===== src/ssc_pkg.sv =====
// Constants, field positions, timing and state codes for the signature store/compare block.
// Assumes one 250 MHz clock and a word-addressed plug-in memory of 16-bit words.
package ssc_pkg;
   localparam int CLK_MHZ = 250;
   localparam int SHOW_MS = 500;
   localparam int SHOW_CYC = SHOW_MS * CLK_MHZ * 1000;
   localparam int BLINK_MS = 100;
   localparam int BLINK_CYC = BLINK_MS * CLK_MHZ * 1000;
   localparam logic [7:0] NSIG = 8'h7d;
   localparam int NSET = 5;
   localparam logic [7:0] A_TEST = 8'h00;
   localparam logic [7:0] A_SET = 8'h01;
   localparam logic [7:0] A_SIG = 8'h06;
   localparam logic [7:0] A_LAST = 8'h82;
   localparam logic [15:0] TESTBYTE = 16'h005a;
   localparam logic [15:0] SIG_END = 16'h0000;
   localparam logic [15:0] SET_RST = 16'h0000;
   localparam logic [3:0] RD_WAIT = 4'h4;
   localparam logic [3:0] WR_CYC = 4'h2;
   localparam logic [7:0] R_CMD = 8'h00;
   localparam logic [7:0] R_CTRL = 8'h04;
   localparam logic [7:0] R_SET0 = 8'h08;
   localparam logic [7:0] R_STAT = 8'h1c;
   localparam logic [7:0] R_DISP = 8'h20;
   localparam int C_STORE = 0;
   localparam int C_ONOFF = 1;
   localparam int C_UP = 2;
   localparam int C_DN = 3;
   localparam int C_MID = 4;
   localparam int CT_HOLD = 0;
   localparam int ST_MEM = 0;
   localparam int ST_RCL = 1;
   localparam int ST_BUSY = 2;
   localparam int ST_FULL = 3;
   localparam int ST_ERR = 4;
   localparam int ST_OK = 5;
   localparam int ST_PTR = 8;
   localparam logic [1:0] RESP_OKAY = 2'b00;
   localparam logic [1:0] RESP_DECERR = 2'b11;
   typedef enum logic [2:0] {
      S_IDLE = 3'b000,
      S_TBRD = 3'b001,
      S_LOAD = 3'b010,
      S_SCAN = 3'b011,
      S_WR = 3'b100,
      S_RB = 3'b101,
      S_TBWR = 3'b110,
      S_RCL = 3'b111
   } ssc_state_t;
endpackage


===== src/ssc_top.sv =====
// Signature memory store/compare controller with AXI4-Lite register slave.
// Assumes an asynchronous word-wide memory module on pins and a same-clock measurement engine.
`timescale 1ns/1ps
module ssc_top #(
   parameter int SHOW_N = ssc_pkg::SHOW_CYC,
   parameter int BLINK_N = ssc_pkg::BLINK_CYC
) (
   input wire logic sys_clk,
   input wire logic rst_b,
   input wire logic [7:0] s_awaddr,
   input wire logic s_awvalid,
   output logic s_awready,
   input wire logic [31:0] s_wdata,
   input wire logic [3:0] s_wstrb,
   input wire logic s_wvalid,
   output logic s_wready,
   output logic [1:0] s_bresp,
   output logic s_bvalid,
   input wire logic s_bready,
   input wire logic [7:0] s_araddr,
   input wire logic s_arvalid,
   output logic s_arready,
   output logic [31:0] s_rdata,
   output logic [1:0] s_rresp,
   output logic s_rvalid,
   input wire logic s_rready,
   input wire logic sig_valid,
   input wire logic [15:0] sig_value,
   input wire logic [15:0] mem_rdata,
   input wire logic mem_wp,
   output logic [7:0] mem_addr,
   output logic [15:0] mem_wdata,
   output logic mem_wr,
   output logic mem_rd,
   output logic beep_one,
   output logic beep_two,
   output logic err_ind,
   output logic store_sym,
   output logic hold_blink,
   output logic rcl_dots,
   output logic mem_mode,
   output logic [15:0] disp_sig,
   output logic [16*ssc_pkg::NSET-1:0] trig_set
);
   import ssc_pkg::*;

   ssc_state_t st_q;
   logic [7:0] addr_q, ptr_q, wa_q, loc_w, sig_addr_w;
   logic [3:0] cnt_q;
   logic [15:0] sig_q, rdat_s, wd_w, wmask_w;
   logic [15:0] set_q [NSET];
   logic [31:0] wd_q, stat_w, rmux_w;
   logic [3:0] ws_q;
   logic hold_q, rcl_q, ok_pulse_q, wp_s, wr_go, full_w, rd_done, wr_done;
   logic cmd_wr, set_wr, set_rd_hit, rd_hit, is_rd, is_wr;
   logic c_store, c_onoff, c_up, c_dn, c_mid, meas_go;
   logic [2:0] set_wi, set_ri;
   logic [31:0] ok_cnt_q, blink_cnt_q;

   ssc_sync #(.W(17)) u_sync (
      .sys_clk(sys_clk),
      .rst_b(rst_b),
      .d({mem_wp, mem_rdata}),
      .q({wp_s, rdat_s})
   );

   // Register bus: write address and data are taken in either order
   assign wr_go = !s_awready && !s_wready && !s_bvalid;
   assign set_wi = 3'((wa_q - R_SET0) >> 2);
   assign set_wr = wa_q >= R_SET0 && set_wi < 3'(NSET) && wa_q[1:0] == 2'b00;
   assign cmd_wr = wr_go && wa_q == R_CMD && ws_q[0];
   assign wmask_w = {{8{ws_q[1]}}, {8{ws_q[0]}}};
   assign c_store = cmd_wr && wd_q[C_STORE];
   assign c_onoff = cmd_wr && wd_q[C_ONOFF];
   assign c_up = cmd_wr && wd_q[C_UP];
   assign c_dn = cmd_wr && wd_q[C_DN];
   assign c_mid = cmd_wr && wd_q[C_MID];

   always_ff @(posedge sys_clk or negedge rst_b) begin
      if (!rst_b) begin
         s_awready <= 1'b1;
         s_wready <= 1'b1;
         s_bvalid <= 1'b0;
         s_bresp <= RESP_OKAY;
         wa_q <= 8'h00;
         wd_q <= 32'h0000_0000;
         ws_q <= 4'h0;
      end else begin
         if (s_awvalid && s_awready) begin
            s_awready <= 1'b0;
            wa_q <= s_awaddr;
         end
         if (s_wvalid && s_wready) begin
            s_wready <= 1'b0;
            wd_q <= s_wdata;
            ws_q <= s_wstrb;
         end
         if (wr_go) begin
            s_bvalid <= 1'b1;
            s_bresp <= (wa_q == R_CMD || wa_q == R_CTRL || set_wr) ? RESP_OKAY : RESP_DECERR;
         end
         if (s_bvalid && s_bready) begin
            s_bvalid <= 1'b0;
            s_awready <= 1'b1;
            s_wready <= 1'b1;
         end
      end
   end

   always_ff @(posedge sys_clk or negedge rst_b) begin
      if (!rst_b) begin
         hold_q <= 1'b0;
      end else if (wr_go && wa_q == R_CTRL && ws_q[0]) begin
         hold_q <= wd_q[CT_HOLD];
      end
   end

   // Read side
   assign set_ri = 3'((s_araddr - R_SET0) >> 2);
   assign set_rd_hit = s_araddr >= R_SET0 && set_ri < 3'(NSET) && s_araddr[1:0] == 2'b00;
   assign full_w = ptr_q > NSIG;
   always_comb begin
      stat_w = 32'h0000_0000;
      stat_w[ST_MEM] = mem_mode;
      stat_w[ST_RCL] = rcl_q;
      stat_w[ST_BUSY] = st_q != S_IDLE;
      stat_w[ST_FULL] = full_w;
      stat_w[ST_ERR] = err_ind;
      stat_w[ST_OK] = store_sym;
      stat_w[ST_PTR +: 8] = ptr_q;
   end
   assign rd_hit = s_araddr == R_CTRL || s_araddr == R_STAT || s_araddr == R_DISP || set_rd_hit;
   assign rmux_w = s_araddr == R_CTRL ? {31'h0, hold_q} :
                   s_araddr == R_STAT ? stat_w :
                   s_araddr == R_DISP ? {16'h0000, disp_sig} :
                   set_rd_hit ? {16'h0000, set_q[set_ri]} : 32'h0000_0000;

   always_ff @(posedge sys_clk or negedge rst_b) begin
      if (!rst_b) begin
         s_arready <= 1'b1;
         s_rvalid <= 1'b0;
         s_rdata <= 32'h0000_0000;
         s_rresp <= RESP_OKAY;
      end else if (s_arvalid && s_arready) begin
         s_arready <= 1'b0;
         s_rvalid <= 1'b1;
         s_rdata <= rmux_w;
         s_rresp <= rd_hit ? RESP_OKAY : RESP_DECERR;
      end else if (s_rvalid && s_rready) begin
         s_rvalid <= 1'b0;
         s_arready <= 1'b1;
      end
   end

   // Memory access sequencing
   assign is_rd = st_q == S_TBRD || st_q == S_LOAD || st_q == S_SCAN || st_q == S_RB || st_q == S_RCL;
   assign is_wr = st_q == S_WR || st_q == S_TBWR;
   assign rd_done = is_rd && cnt_q == RD_WAIT;
   assign wr_done = is_wr && cnt_q == WR_CYC;
   assign sig_addr_w = A_SIG + ptr_q - 8'h01;
   assign wd_w = st_q == S_TBWR ? TESTBYTE : addr_q < A_SIG ? set_q[3'(addr_q - A_SET)] : sig_q;
   assign loc_w = !rcl_q ? (c_up ? 8'h01 : NSIG) :
                  c_up ? (ptr_q > 8'h01 ? ptr_q - 8'h01 : ptr_q) :
                  (ptr_q < NSIG ? ptr_q + 8'h01 : ptr_q);
   assign meas_go = st_q == S_IDLE && !cmd_wr && sig_valid;

   always_ff @(posedge sys_clk or negedge rst_b) begin
      if (!rst_b) begin
         mem_addr <= 8'h00;
         mem_wdata <= 16'h0000;
         mem_wr <= 1'b0;
         mem_rd <= 1'b0;
      end else begin
         mem_addr <= addr_q;
         mem_wdata <= wd_w;
         mem_wr <= is_wr && !wr_done;
         mem_rd <= is_rd && !rd_done;
      end
   end

   always_ff @(posedge sys_clk or negedge rst_b) begin
      if (!rst_b) begin
         for (int i = 0; i < NSET; i++) begin
            set_q[i] <= SET_RST;
         end
      end else if (st_q == S_LOAD && rd_done) begin
         set_q[3'(addr_q - A_SET)] <= rdat_s;
      end else if (wr_go && set_wr) begin
         set_q[set_wi] <= (set_q[set_wi] & ~wmask_w) | (wd_q[15:0] & wmask_w);
      end
   end

   always_ff @(posedge sys_clk or negedge rst_b) begin
      if (!rst_b) begin
         st_q <= S_IDLE;
         addr_q <= A_TEST;
         cnt_q <= 4'h0;
         ptr_q <= 8'h01;
         mem_mode <= 1'b0;
         rcl_q <= 1'b0;
         sig_q <= 16'h0000;
         disp_sig <= 16'h0000;
         err_ind <= 1'b0;
         beep_one <= 1'b0;
         beep_two <= 1'b0;
         ok_pulse_q <= 1'b0;
      end else begin
         beep_one <= 1'b0;
         beep_two <= 1'b0;
         ok_pulse_q <= 1'b0;
         cnt_q <= (st_q == S_IDLE || rd_done || wr_done) ? 4'h0 : cnt_q + 4'h1;
         case (st_q)
            S_IDLE: begin
               if (c_onoff) begin
                  rcl_q <= 1'b0;
                  if (mem_mode) begin
                     mem_mode <= 1'b0;
                  end else begin
                     addr_q <= A_TEST;
                     st_q <= S_TBRD;
                  end
               end else if (mem_mode && (c_up || c_dn)) begin
                  rcl_q <= 1'b1;
                  ptr_q <= loc_w;
                  addr_q <= A_SIG + loc_w - 8'h01;
                  st_q <= S_RCL;
               end else if (rcl_q && c_mid) begin
                  rcl_q <= 1'b0;
               end else if (c_store && !mem_mode) begin
                  if (hold_q && !wp_s) begin
                     addr_q <= A_TEST;
                     st_q <= S_TBWR;
                  end
               end else if (c_store && !full_w) begin
                  if (wp_s) begin
                     beep_two <= 1'b1;
                  end else begin
                     addr_q <= ptr_q == 8'h01 ? A_SET : sig_addr_w;
                     st_q <= S_WR;
                  end
               end else if (meas_go) begin
                  sig_q <= sig_value;
                  disp_sig <= sig_value;
                  err_ind <= 1'b0;
                  if (mem_mode && !rcl_q) begin
                     if (sig_value == SIG_END) begin
                        err_ind <= 1'b1;
                        beep_two <= 1'b1;
                     end else begin
                        addr_q <= A_SIG;
                        st_q <= S_SCAN;
                     end
                  end
               end
            end
            S_TBRD: begin
               if (rd_done) begin
                  if (rdat_s == TESTBYTE) begin
                     mem_mode <= 1'b1;
                     ptr_q <= 8'h01;
                     addr_q <= A_SET;
                     st_q <= S_LOAD;
                  end else begin
                     st_q <= S_IDLE;
                  end
               end
            end
            S_LOAD: begin
               if (rd_done) begin
                  if (addr_q == A_SIG - 8'h01) begin
                     st_q <= S_IDLE;
                  end else begin
                     addr_q <= addr_q + 8'h01;
                  end
               end
            end
            S_SCAN: begin
               if (rd_done) begin
                  if (rdat_s == sig_q) begin
                     beep_one <= 1'b1;
                     st_q <= S_IDLE;
                  end else if (rdat_s == SIG_END || addr_q == A_LAST) begin
                     err_ind <= 1'b1;
                     beep_two <= 1'b1;
                     st_q <= S_IDLE;
                  end else begin
                     addr_q <= addr_q + 8'h01;
                  end
               end
            end
            S_WR: begin
               if (wr_done) begin
                  if (addr_q == sig_addr_w) begin
                     st_q <= S_RB;
                  end else begin
                     addr_q <= addr_q + 8'h01;
                  end
               end
            end
            S_RB: begin
               if (rd_done) begin
                  ptr_q <= ptr_q + 8'h01;
                  st_q <= S_IDLE;
                  if (rdat_s == sig_q) begin
                     beep_one <= 1'b1;
                     ok_pulse_q <= 1'b1;
                  end else begin
                     beep_two <= 1'b1;
                  end
               end
            end
            S_TBWR: begin
               if (wr_done) begin
                  st_q <= S_IDLE;
               end
            end
            S_RCL: begin
               if (rd_done) begin
                  disp_sig <= rdat_s;
                  st_q <= S_IDLE;
               end
            end
            default: begin
               st_q <= S_IDLE;
            end
         endcase
      end
   end

   // Display timers; a new store that reads back good restarts the symbol time
   always_ff @(posedge sys_clk or negedge rst_b) begin
      if (!rst_b) begin
         ok_cnt_q <= 32'h0000_0000;
         store_sym <= 1'b0;
         blink_cnt_q <= 32'h0000_0000;
         hold_blink <= 1'b0;
      end else begin
         ok_cnt_q <= ok_pulse_q ? 32'(SHOW_N) : (ok_cnt_q != 0 ? ok_cnt_q - 32'h1 : ok_cnt_q);
         store_sym <= ok_pulse_q || ok_cnt_q > 32'h1;
         blink_cnt_q <= sig_valid ? 32'(BLINK_N) : (blink_cnt_q != 0 ? blink_cnt_q - 32'h1 : blink_cnt_q);
         hold_blink <= sig_valid || blink_cnt_q > 32'h1;
      end
   end

   always_ff @(posedge sys_clk or negedge rst_b) begin
      if (!rst_b) begin
         rcl_dots <= 1'b0;
         trig_set <= '0;
      end else begin
         rcl_dots <= rcl_q;
         for (int i = 0; i < NSET; i++) begin
            trig_set[16*i +: 16] <= set_q[i];
         end
      end
   end
endmodule


===== src/ssc_sync.sv =====
// Two-stage synchroniser for pin inputs.
// Assumes the input is asynchronous to sys_clk.
`timescale 1ns/1ps
module ssc_sync #(
   parameter int W = 1
) (
   input wire logic sys_clk,
   input wire logic rst_b,
   input wire logic [W-1:0] d,
   output logic [W-1:0] q
);
   logic [W-1:0] s1_q;
   always_ff @(posedge sys_clk or negedge rst_b) begin
      if (!rst_b) begin
         s1_q <= '0;
         q <= '0;
      end else begin
         s1_q <= d;
         q <= s1_q;
      end
   end
endmodule


===== config.mk =====
export PLATFORM = sky130hd
export DESIGN_NAME = ssc_top
export DESIGN_NICKNAME = d
export VERILOG_FILES = /design/src/ssc_pkg.sv /design/src/ssc_top.sv /design/src/ssc_sync.sv
export SDC_FILE = /design/constraint.sdc
export NUM_CORES = 1
export LEC_CHECK = 0
export ABC_AREA = 1
export BUFFER_PORTS_ARGS = -buffer_cell sky130_fd_sc_hd__buf_2
export CAP_MARGIN = 10
export CORE_ASPECT_RATIO = 1.25
export CORE_MARGIN = 4
export CORE_UTILIZATION = 45
export CTS_BUF_LIST = sky130_fd_sc_hd__clkbuf_16
export CTS_CLUSTER_SIZE = 25
export DETAILED_ROUTE_END_ITERATION = 6
export PLACE_DENSITY_LB_ADDON = 0.1
export SLEW_MARGIN = 20
export SYNTH_ARGS = -nofsm -noshare
export SYNTH_HDL_FRONTEND = slang
export SYNTH_HIERARCHICAL = 1
export SYNTH_SLANG_ARGS = --single-unit

===== constraint.sdc =====
create_clock -name sys_clk -period 2.7 [get_ports sys_clk]
set_input_delay 0.54 -clock sys_clk [delete_from_list [all_inputs] [get_ports sys_clk]]
set_output_delay 0.54 -clock sys_clk [all_outputs]
set_load 0.02 [all_outputs]

==> flow_metrics.tcl, run 1 <==
set metrics [dict create \
    r2r_end "set_q[14]" \
    crit_path_max_fanout 16 \
    r2r_slack_ns 0.20 \
    grt_pass1_vias 18500 \
    outcome "complete, but fails checks" \
    die_y_um 246 \
    seq_area_frac_synth 0.490 \
    crit_top_cell "inv_1" \
    timing.rr.start "cnt_q[0]" \
    synthCells 2430 \
    die-area_mm2 0.0486 \
    viasPerCell 5.72 \
    seqCellArea_mm2 0.00996 \
    post_drt_wl_per_cell_um 23.0 \
    cts_made_buffers 43 \
    final_cell_mix "394 x dfrtp_1, 331 x nand2_1, 318 x inv_1, 227 x o21ai_0, 227 x buf_2" \
    clock.fmax_ghz 0.399 \
    max_slew_margin 0.451 \
    antennaDiodeCount 0 \
    path_cells "inv_1 -> ha_1 -> nand2_1 -> nor2_1 -> inv_1 -> nor2_8 -> inv_2 -> nand3_1 -> nor2_2 -> inv_1 -> buf_4 -> o21ai_0" \
    p_leak_nw 11.9 \
    hold_slack_ns 0.0366 \
    violations "design-rule violations" \
    overflow 0 \
    first_pass_iters 7 \
    period_needed_ns 2.50 \
    power_switching_w 0.0138 \
    worstPathArrival_ns 3.02 \
    clk_pin_slew_ns 0.06 \
    ys.flop_type "dfrtp_1" \
    synth_seq_cells 398 \
    power_frac_seq 0.339 \
    tightest_slew_ns 0.821 \
    start_util 0.458 \
    stdcell_area_mm2 0.0248 \
    path_class "reg -> reg" \
    required_ns 3.22 \
    htree_levels 2 \
    gp_congestion 1.03 \
    cts_tree "done" \
    worst_skew_pair.late_latency_ns 0.61 \
    worst_hold_startpoint "mem_rdata[9]" \
    placed_area_mm2 0.0230 \
    clock_sinks 398 \
    comb_power_share 0.437 \
    post-route-period-util 0.928 \
    groute.usage.overall 0.314 \
    drive_gt1_frac 0.211 \
    syn2layout_area_growth_pct 22.1 \
    antenna_left 0 \
    tns_ns 0 \
    grt_pass1_wl_um 116000 \
    grt_max_degree 84 \
    cp_num_buf_inv 5 \
    clockPowerShare 0.224 \
    antenna_found_initial 2 \
    peakVddDrop_mv 0.812 \
    cpPeakStageDelay_ns 0.40 \
    maxCapViolations 0 \
    core_mm2 0.0443 \
    syn_avg_cell_area_um2 8.36 \
    rsz0062_at_grt "false" \
    crit_family "buffers and inverters" \
    slew_violations 0 \
    cp-end-kind "flop" \
    post_cts_buffers 0 \
    layout_commonest_cell "dfrtp_1" \
    route.vias.total 19300 \
    io_buffers 228 \
    nets 2877 \
    first_iter_violations 1962 \
    io_pins 263 \
    synthArstFlopShare 1.00 \
    internal_power_w 0.0164 \
    hp-class "in -> reg" \
    worstSetupStartpointType "flop" \
    dp_hpwl_um 59300 \
    cts_root_buffer "clkbuf_16" \
    fillCellCount 4081 \
    synth_edf_count 0 \
    die_x_um 198 \
    reg2reg_depth 12 \
    p_per_area_mw_per_mm2 1220 \
    critPathSlowestCell "dfrtp_1" \
    drc 7 \
    syn_area_mm2 0.0203 \
    holdPathEnd "u_sync/s1_q[9]" \
    hold_violations 0 \
    ys.warnings.count 6 \
    ctsLongestPathBuffers 3 \
    wl_um 77400 \
    finClkSkew_ns 0.0284 \
    rows 86 \
    setup_violations 0 \
    multiInputGateArea_mm2 0.00870 \
    ys_types 65 \
    p_sw_frac 0.456 \
    whs_path_depth 1 \
]
-- power by group through the flow --
stage	registers [W]	clock network, W	logic (W)
CTS	0.0102	0.00690	0.0129
global route	0.0104	0.00713	0.0143
finish	0.0102	0.00678	0.0132
global placement	0.0102	0	0.0127
detailed placement	0.0103	0	0.0128
floorplan	0.0105	0	0.00685
-- area by class of cell --
type                    count  area share
inverters                 328      0.0500
multi-input cells        1602       0.351
clock buffers              43      0.0434
well taps                 572      0.0288
clock inverters            36      0.0219
repair buffers            390       0.104
flip-flops and latches    398       0.402
-- state kept, by name (all words and copies together) (netlist names), 8 cells and up --
name,count
u_sync/q,17
mem_addr,8
wd_q,16
blink_cnt_q,32
addr_q,8
ptr_q,8
set_q,80
mem_wdata,16
disp_sig,16
s_rdata,16
sig_q,16
trig_set,80
ok_cnt_q,32
wa_q,8
u_sync/s1_q,17
-- layer usage --
metal	wire, um	GRT usage	part of all wire	vias to the layer above
li1	-	-	-	8893
met1	32200	0.438	0.42	9222
met4	3170	0.113	0.041	4
met3	7170	0.0643	0.093	203
met5	14	0	0.00018	-
met2	34800	0.489	0.45	957
-- timing repair --
item / in CTS / in global routing
hold buffers: 7 / 0
endpoints found under the hold margin: 18 / 0
setup endpoints to repair: 0 / 16
resized for setup: 0 / 22
-- kinds of logic (layout without fill, tap and decap cells) --
kind of cell,after synthesis,after routing,share of synthesized area
XOR/XNOR,31,31,0.0134
flip-flops,398,398,0.490
adder cells (fa/ha/maj),21,21,0.0129
multiplexers,22,22,0.0122
buffers and inverters,445,797,0.0884
AO/OA/AOI/OAI,689,689,0.199
other,1,16,0.000185
AND/OR/NAND/NOR,823,823,0.183
-- per-stage QoR --
stage / instances / total power [W] / util / worst slack, ns
after floorplan: 2445 / 0.0173 / - / 0.0342
after global placement: 3283 / 0.0229 / 0.520 / 0.142
after detailed placement: 3283 / 0.0231 / 0.520 / 0.129
after CTS: 3369 / 0.0300 / 0.558 / 0.106
after global routing: 3369 / 0.0319 / 0.560 / 0.00213
final: 3369 / 0.0302 / 0.560 / 0.196
-- synthesized netlist by cell type (7+ instances only) --
library cell	n	area, um^2
a21oi_1	200	1000
a22oi_1	80	601
a31oi_1	19	119
a32o_1	9	90.1
buf_2	23	115
buf_4	21	158
clkbuf_1	64	240
dfrtp_1	394	9860
ha_1	21	263
inv_1	316	1190
inv_2	7	26.3
mux2_2	22	248
nand2_1	333	1250
nand2_2	11	68.8
nand3_1	116	581
nand4_1	35	219
nor2_1	219	822
nor2_2	25	156
nor3_1	36	180
nor3_2	8	80.1
nor4_1	12	75.1
o211ai_1	24	180
o21ai_0	229	1150
o21ai_1	17	85.1
o22ai_1	61	382
o311ai_0	15	131
xnor2_1	22	193
xor2_1	9	78.8
-- worst register-to-register path: cells and delay by family (launching register included) --
kind | cells | cell delay, ns
AO/OA/AOI/OAI | 1 | 0.20
adder cells (fa/ha/maj) | 1 | 0.19
buffers and inverters | 5 | 1.08
flip-flops | 1 | 0.40
AND/OR/NAND/NOR | 5 | 0.55
-- how the worst max path moves through the flow --
stage                        start         to  slack [ns]  depth (start not counted)
after floorplan           ptr_q[0]  addr_q[6]        0.03                         20
after global placement    ptr_q[0]  addr_q[6]        0.14                         16
after detailed placement  ptr_q[0]  addr_q[4]        0.13                         15
after CTS                 ptr_q[0]  addr_q[4]        0.11                         15
after global routing      ptr_q[0]    st_q[0]       0.002                         12
final                     cnt_q[0]  set_q[14]        0.20                         12
No activity file was read; power rests on OpenSTA's default activity.
==> run 2: changes to the inputs <==
- BUFFER_PORTS_ARGS: -buffer_cell sky130_fd_sc_hd__buf_2 -> not set
- CORE_UTILIZATION: 45 -> 32
- DONT_BUFFER_PORTS: not set -> 1
==> run 2 against run 1 <==
The run ends with negative hold slack, max-slew violations left. Via count down 5.7%. Critical endpoint is now addr_q[0]. Combinational power decreased by 15%. Flip-flop and latch count unchanged.
==> flow_metrics.tcl, run 2 (synthesis results as in run 1) <==
set metrics [dict create \
    tightest_slew_ns 1.69 \
    cp.depth 15 \
    cp_num_buf_inv 2 \
    rows 103 \
    setup_violations 0 \
    die-area_mm2 0.0676 \
    antenna_left 0 \
    nets 2660 \
    r2r_end "addr_q[0]" \
    hp-class "in -> async" \
    timing.rr.start "ptr_q[0]" \
    pre_cts_ws_ns -0.00627 \
    multiInputGateArea_mm2 0.00876 \
    gp_congestion 0.948 \
    core_mm2 0.0630 \
    clock_sinks 398 \
    p_per_area_mw_per_mm2 1220 \
    worst_skew_pair.late_latency_ns 0.60 \
    worstSetupStartpointType "flop" \
    cpPeakStageDelay_ns 0.56 \
    finClkSkew_ns 0.0221 \
    first_pass_iters 5 \
    grt_pass1_wl_um 122000 \
    required_ns 3.17 \
    slew_violations 106 \
    cp-end-kind "flop" \
    post-route-period-util 0.990 \
    seqCellArea_mm2 0.00996 \
    outcome "complete, but fails checks" \
    final_cell_mix "394 x dfrtp_1, 331 x nand2_1, 321 x inv_1, 227 x o21ai_0, 212 x nor2_1" \
    postLayoutCoreUtil 0.379 \
    groute.usage.overall 0.243 \
    p_leak_nw 10.8 \
    clk_pin_slew_ns 0.06 \
    setup_ws_ns 0.0283 \
    post_drt_wl_per_cell_um 24.5 \
    fillCellCount 6467 \
    dp_hpwl_um 64800 \
    start_util 0.322 \
    endpoint "addr_q[0]" \
    syn2layout_area_growth_pct 17.5 \
    cts_made_buffers 46 \
    first_iter_violations 1557 \
    crit_family "simple AND/OR/NAND/NOR gates" \
    cts_tree "done" \
    top_regs "set_q (80), trig_set (80)" \
    worstPathArrival_ns 3.14 \
    io_pins 263 \
    period_needed_ns 2.67 \
    critPathSlowestCell "dfstp_2" \
    path_class "reg -> reg" \
    power_w 0.0291 \
    wl_um 83900 \
    tns_ns 0 \
    die_y_um 290 \
    clock.fmax_ghz 0.374 \
    ctsLongestPathBuffers 3 \
    path_cells "clkinv_2 -> ha_4 -> nor2_2 -> nand2_2 -> nand2_2 -> buf_4 -> nand2_1 -> nand2_2 -> nor2_1 -> nand2_1 -> o22ai_1 -> a21oi_1 -> o21ai_0 -> nand2_1 -> o21ai_1" \
    antenna_found_initial 3 \
    crit_start "ptr_q[0]" \
    peakVddDrop_mv 0.473 \
    die_x_um 233 \
    grt_max_degree 399 \
    drive_gt1_frac 0.137 \
    htree_levels 2 \
    reg2reg_depth 15 \
    hold_slack_ns -0.336 \
    max_slew_margin -0.127 \
    ctsHoldBuffers 21 \
    hold_violations 310 \
    drc 0 \
    grt_pass1_vias 17600 \
    maxCapViolations 0 \
    violations "negative hold slack, max-slew violations" \
    io_buffers 0 \
    layout_commonest_cell "dfrtp_1" \
    viasPerCell 5.31 \
    crit_path_max_fanout 4 \
    cts_root_buffer "clkbuf_16" \
    route.vias.total 18200 \
    r2r_slack_ns 0.03 \
    overflow 0 \
]
run 2: layout make-up:
class	count	area share
multi-input cells	1603	0.367
repair inverters	1	0.000262
clock inverters	40	0.0148
repair buffers	168	0.0567
flip-flops and latches	398	0.417
well taps	840	0.0440
inverters	328	0.0520
diodes	2	0.000210
clock buffers	46	0.0482
run 2: worst min-delay path by stage:
stage                   end
3_3_place_gp   ok_cnt_q[24]
5_1_grt        ok_cnt_q[28]
6_report       ok_cnt_q[11]
3_5_place_dp   ok_cnt_q[28]
2_1_floorplan     addr_q[0]
4_1_cts        ok_cnt_q[26]
run 2: stage by stage:
stage | instance area [um^2] | instances | hold WS, ns
finish | 23900 | 3426 | -0.336
global route | 23900 | 3424 | -0.371
CTS | 23700 | 3417 | -0.378
detailed placement | 22000 | 3310 | 0.259
global placement | 22000 | 3310 | 0.256
floorplan | 20400 | 2445 | 0.244
run 2: repair_timing:
action | 4_1_cts | 5_1_grt
gates resized for setup | 3 | 32
gates cloned | 0 | 2
buffers inserted | 0 | 5
hold endpoints to repair | 423 | 396
pin swaps | 1 | 7
endpoints found under the setup margin | 2 | 19
run 2: power by group:
part	switching (W)	internal (W)	total, W
Combinational	0.00746	0.00371	0.0112
Sequential	0.00353	0.00810	0.0116
Clock	0.00274	0.00353	0.00626
Total	0.0137	0.0153	0.0291
run 2: metal layers:
layer	vias to the layer above	part of all wire	track usage
li1	8467	-	-
met1	8901	0.42	0.318
met2	683	0.47	0.404
met3	122	0.073	0.0507
met4	4	0.034	0.0768
met5	-	0.00019	0
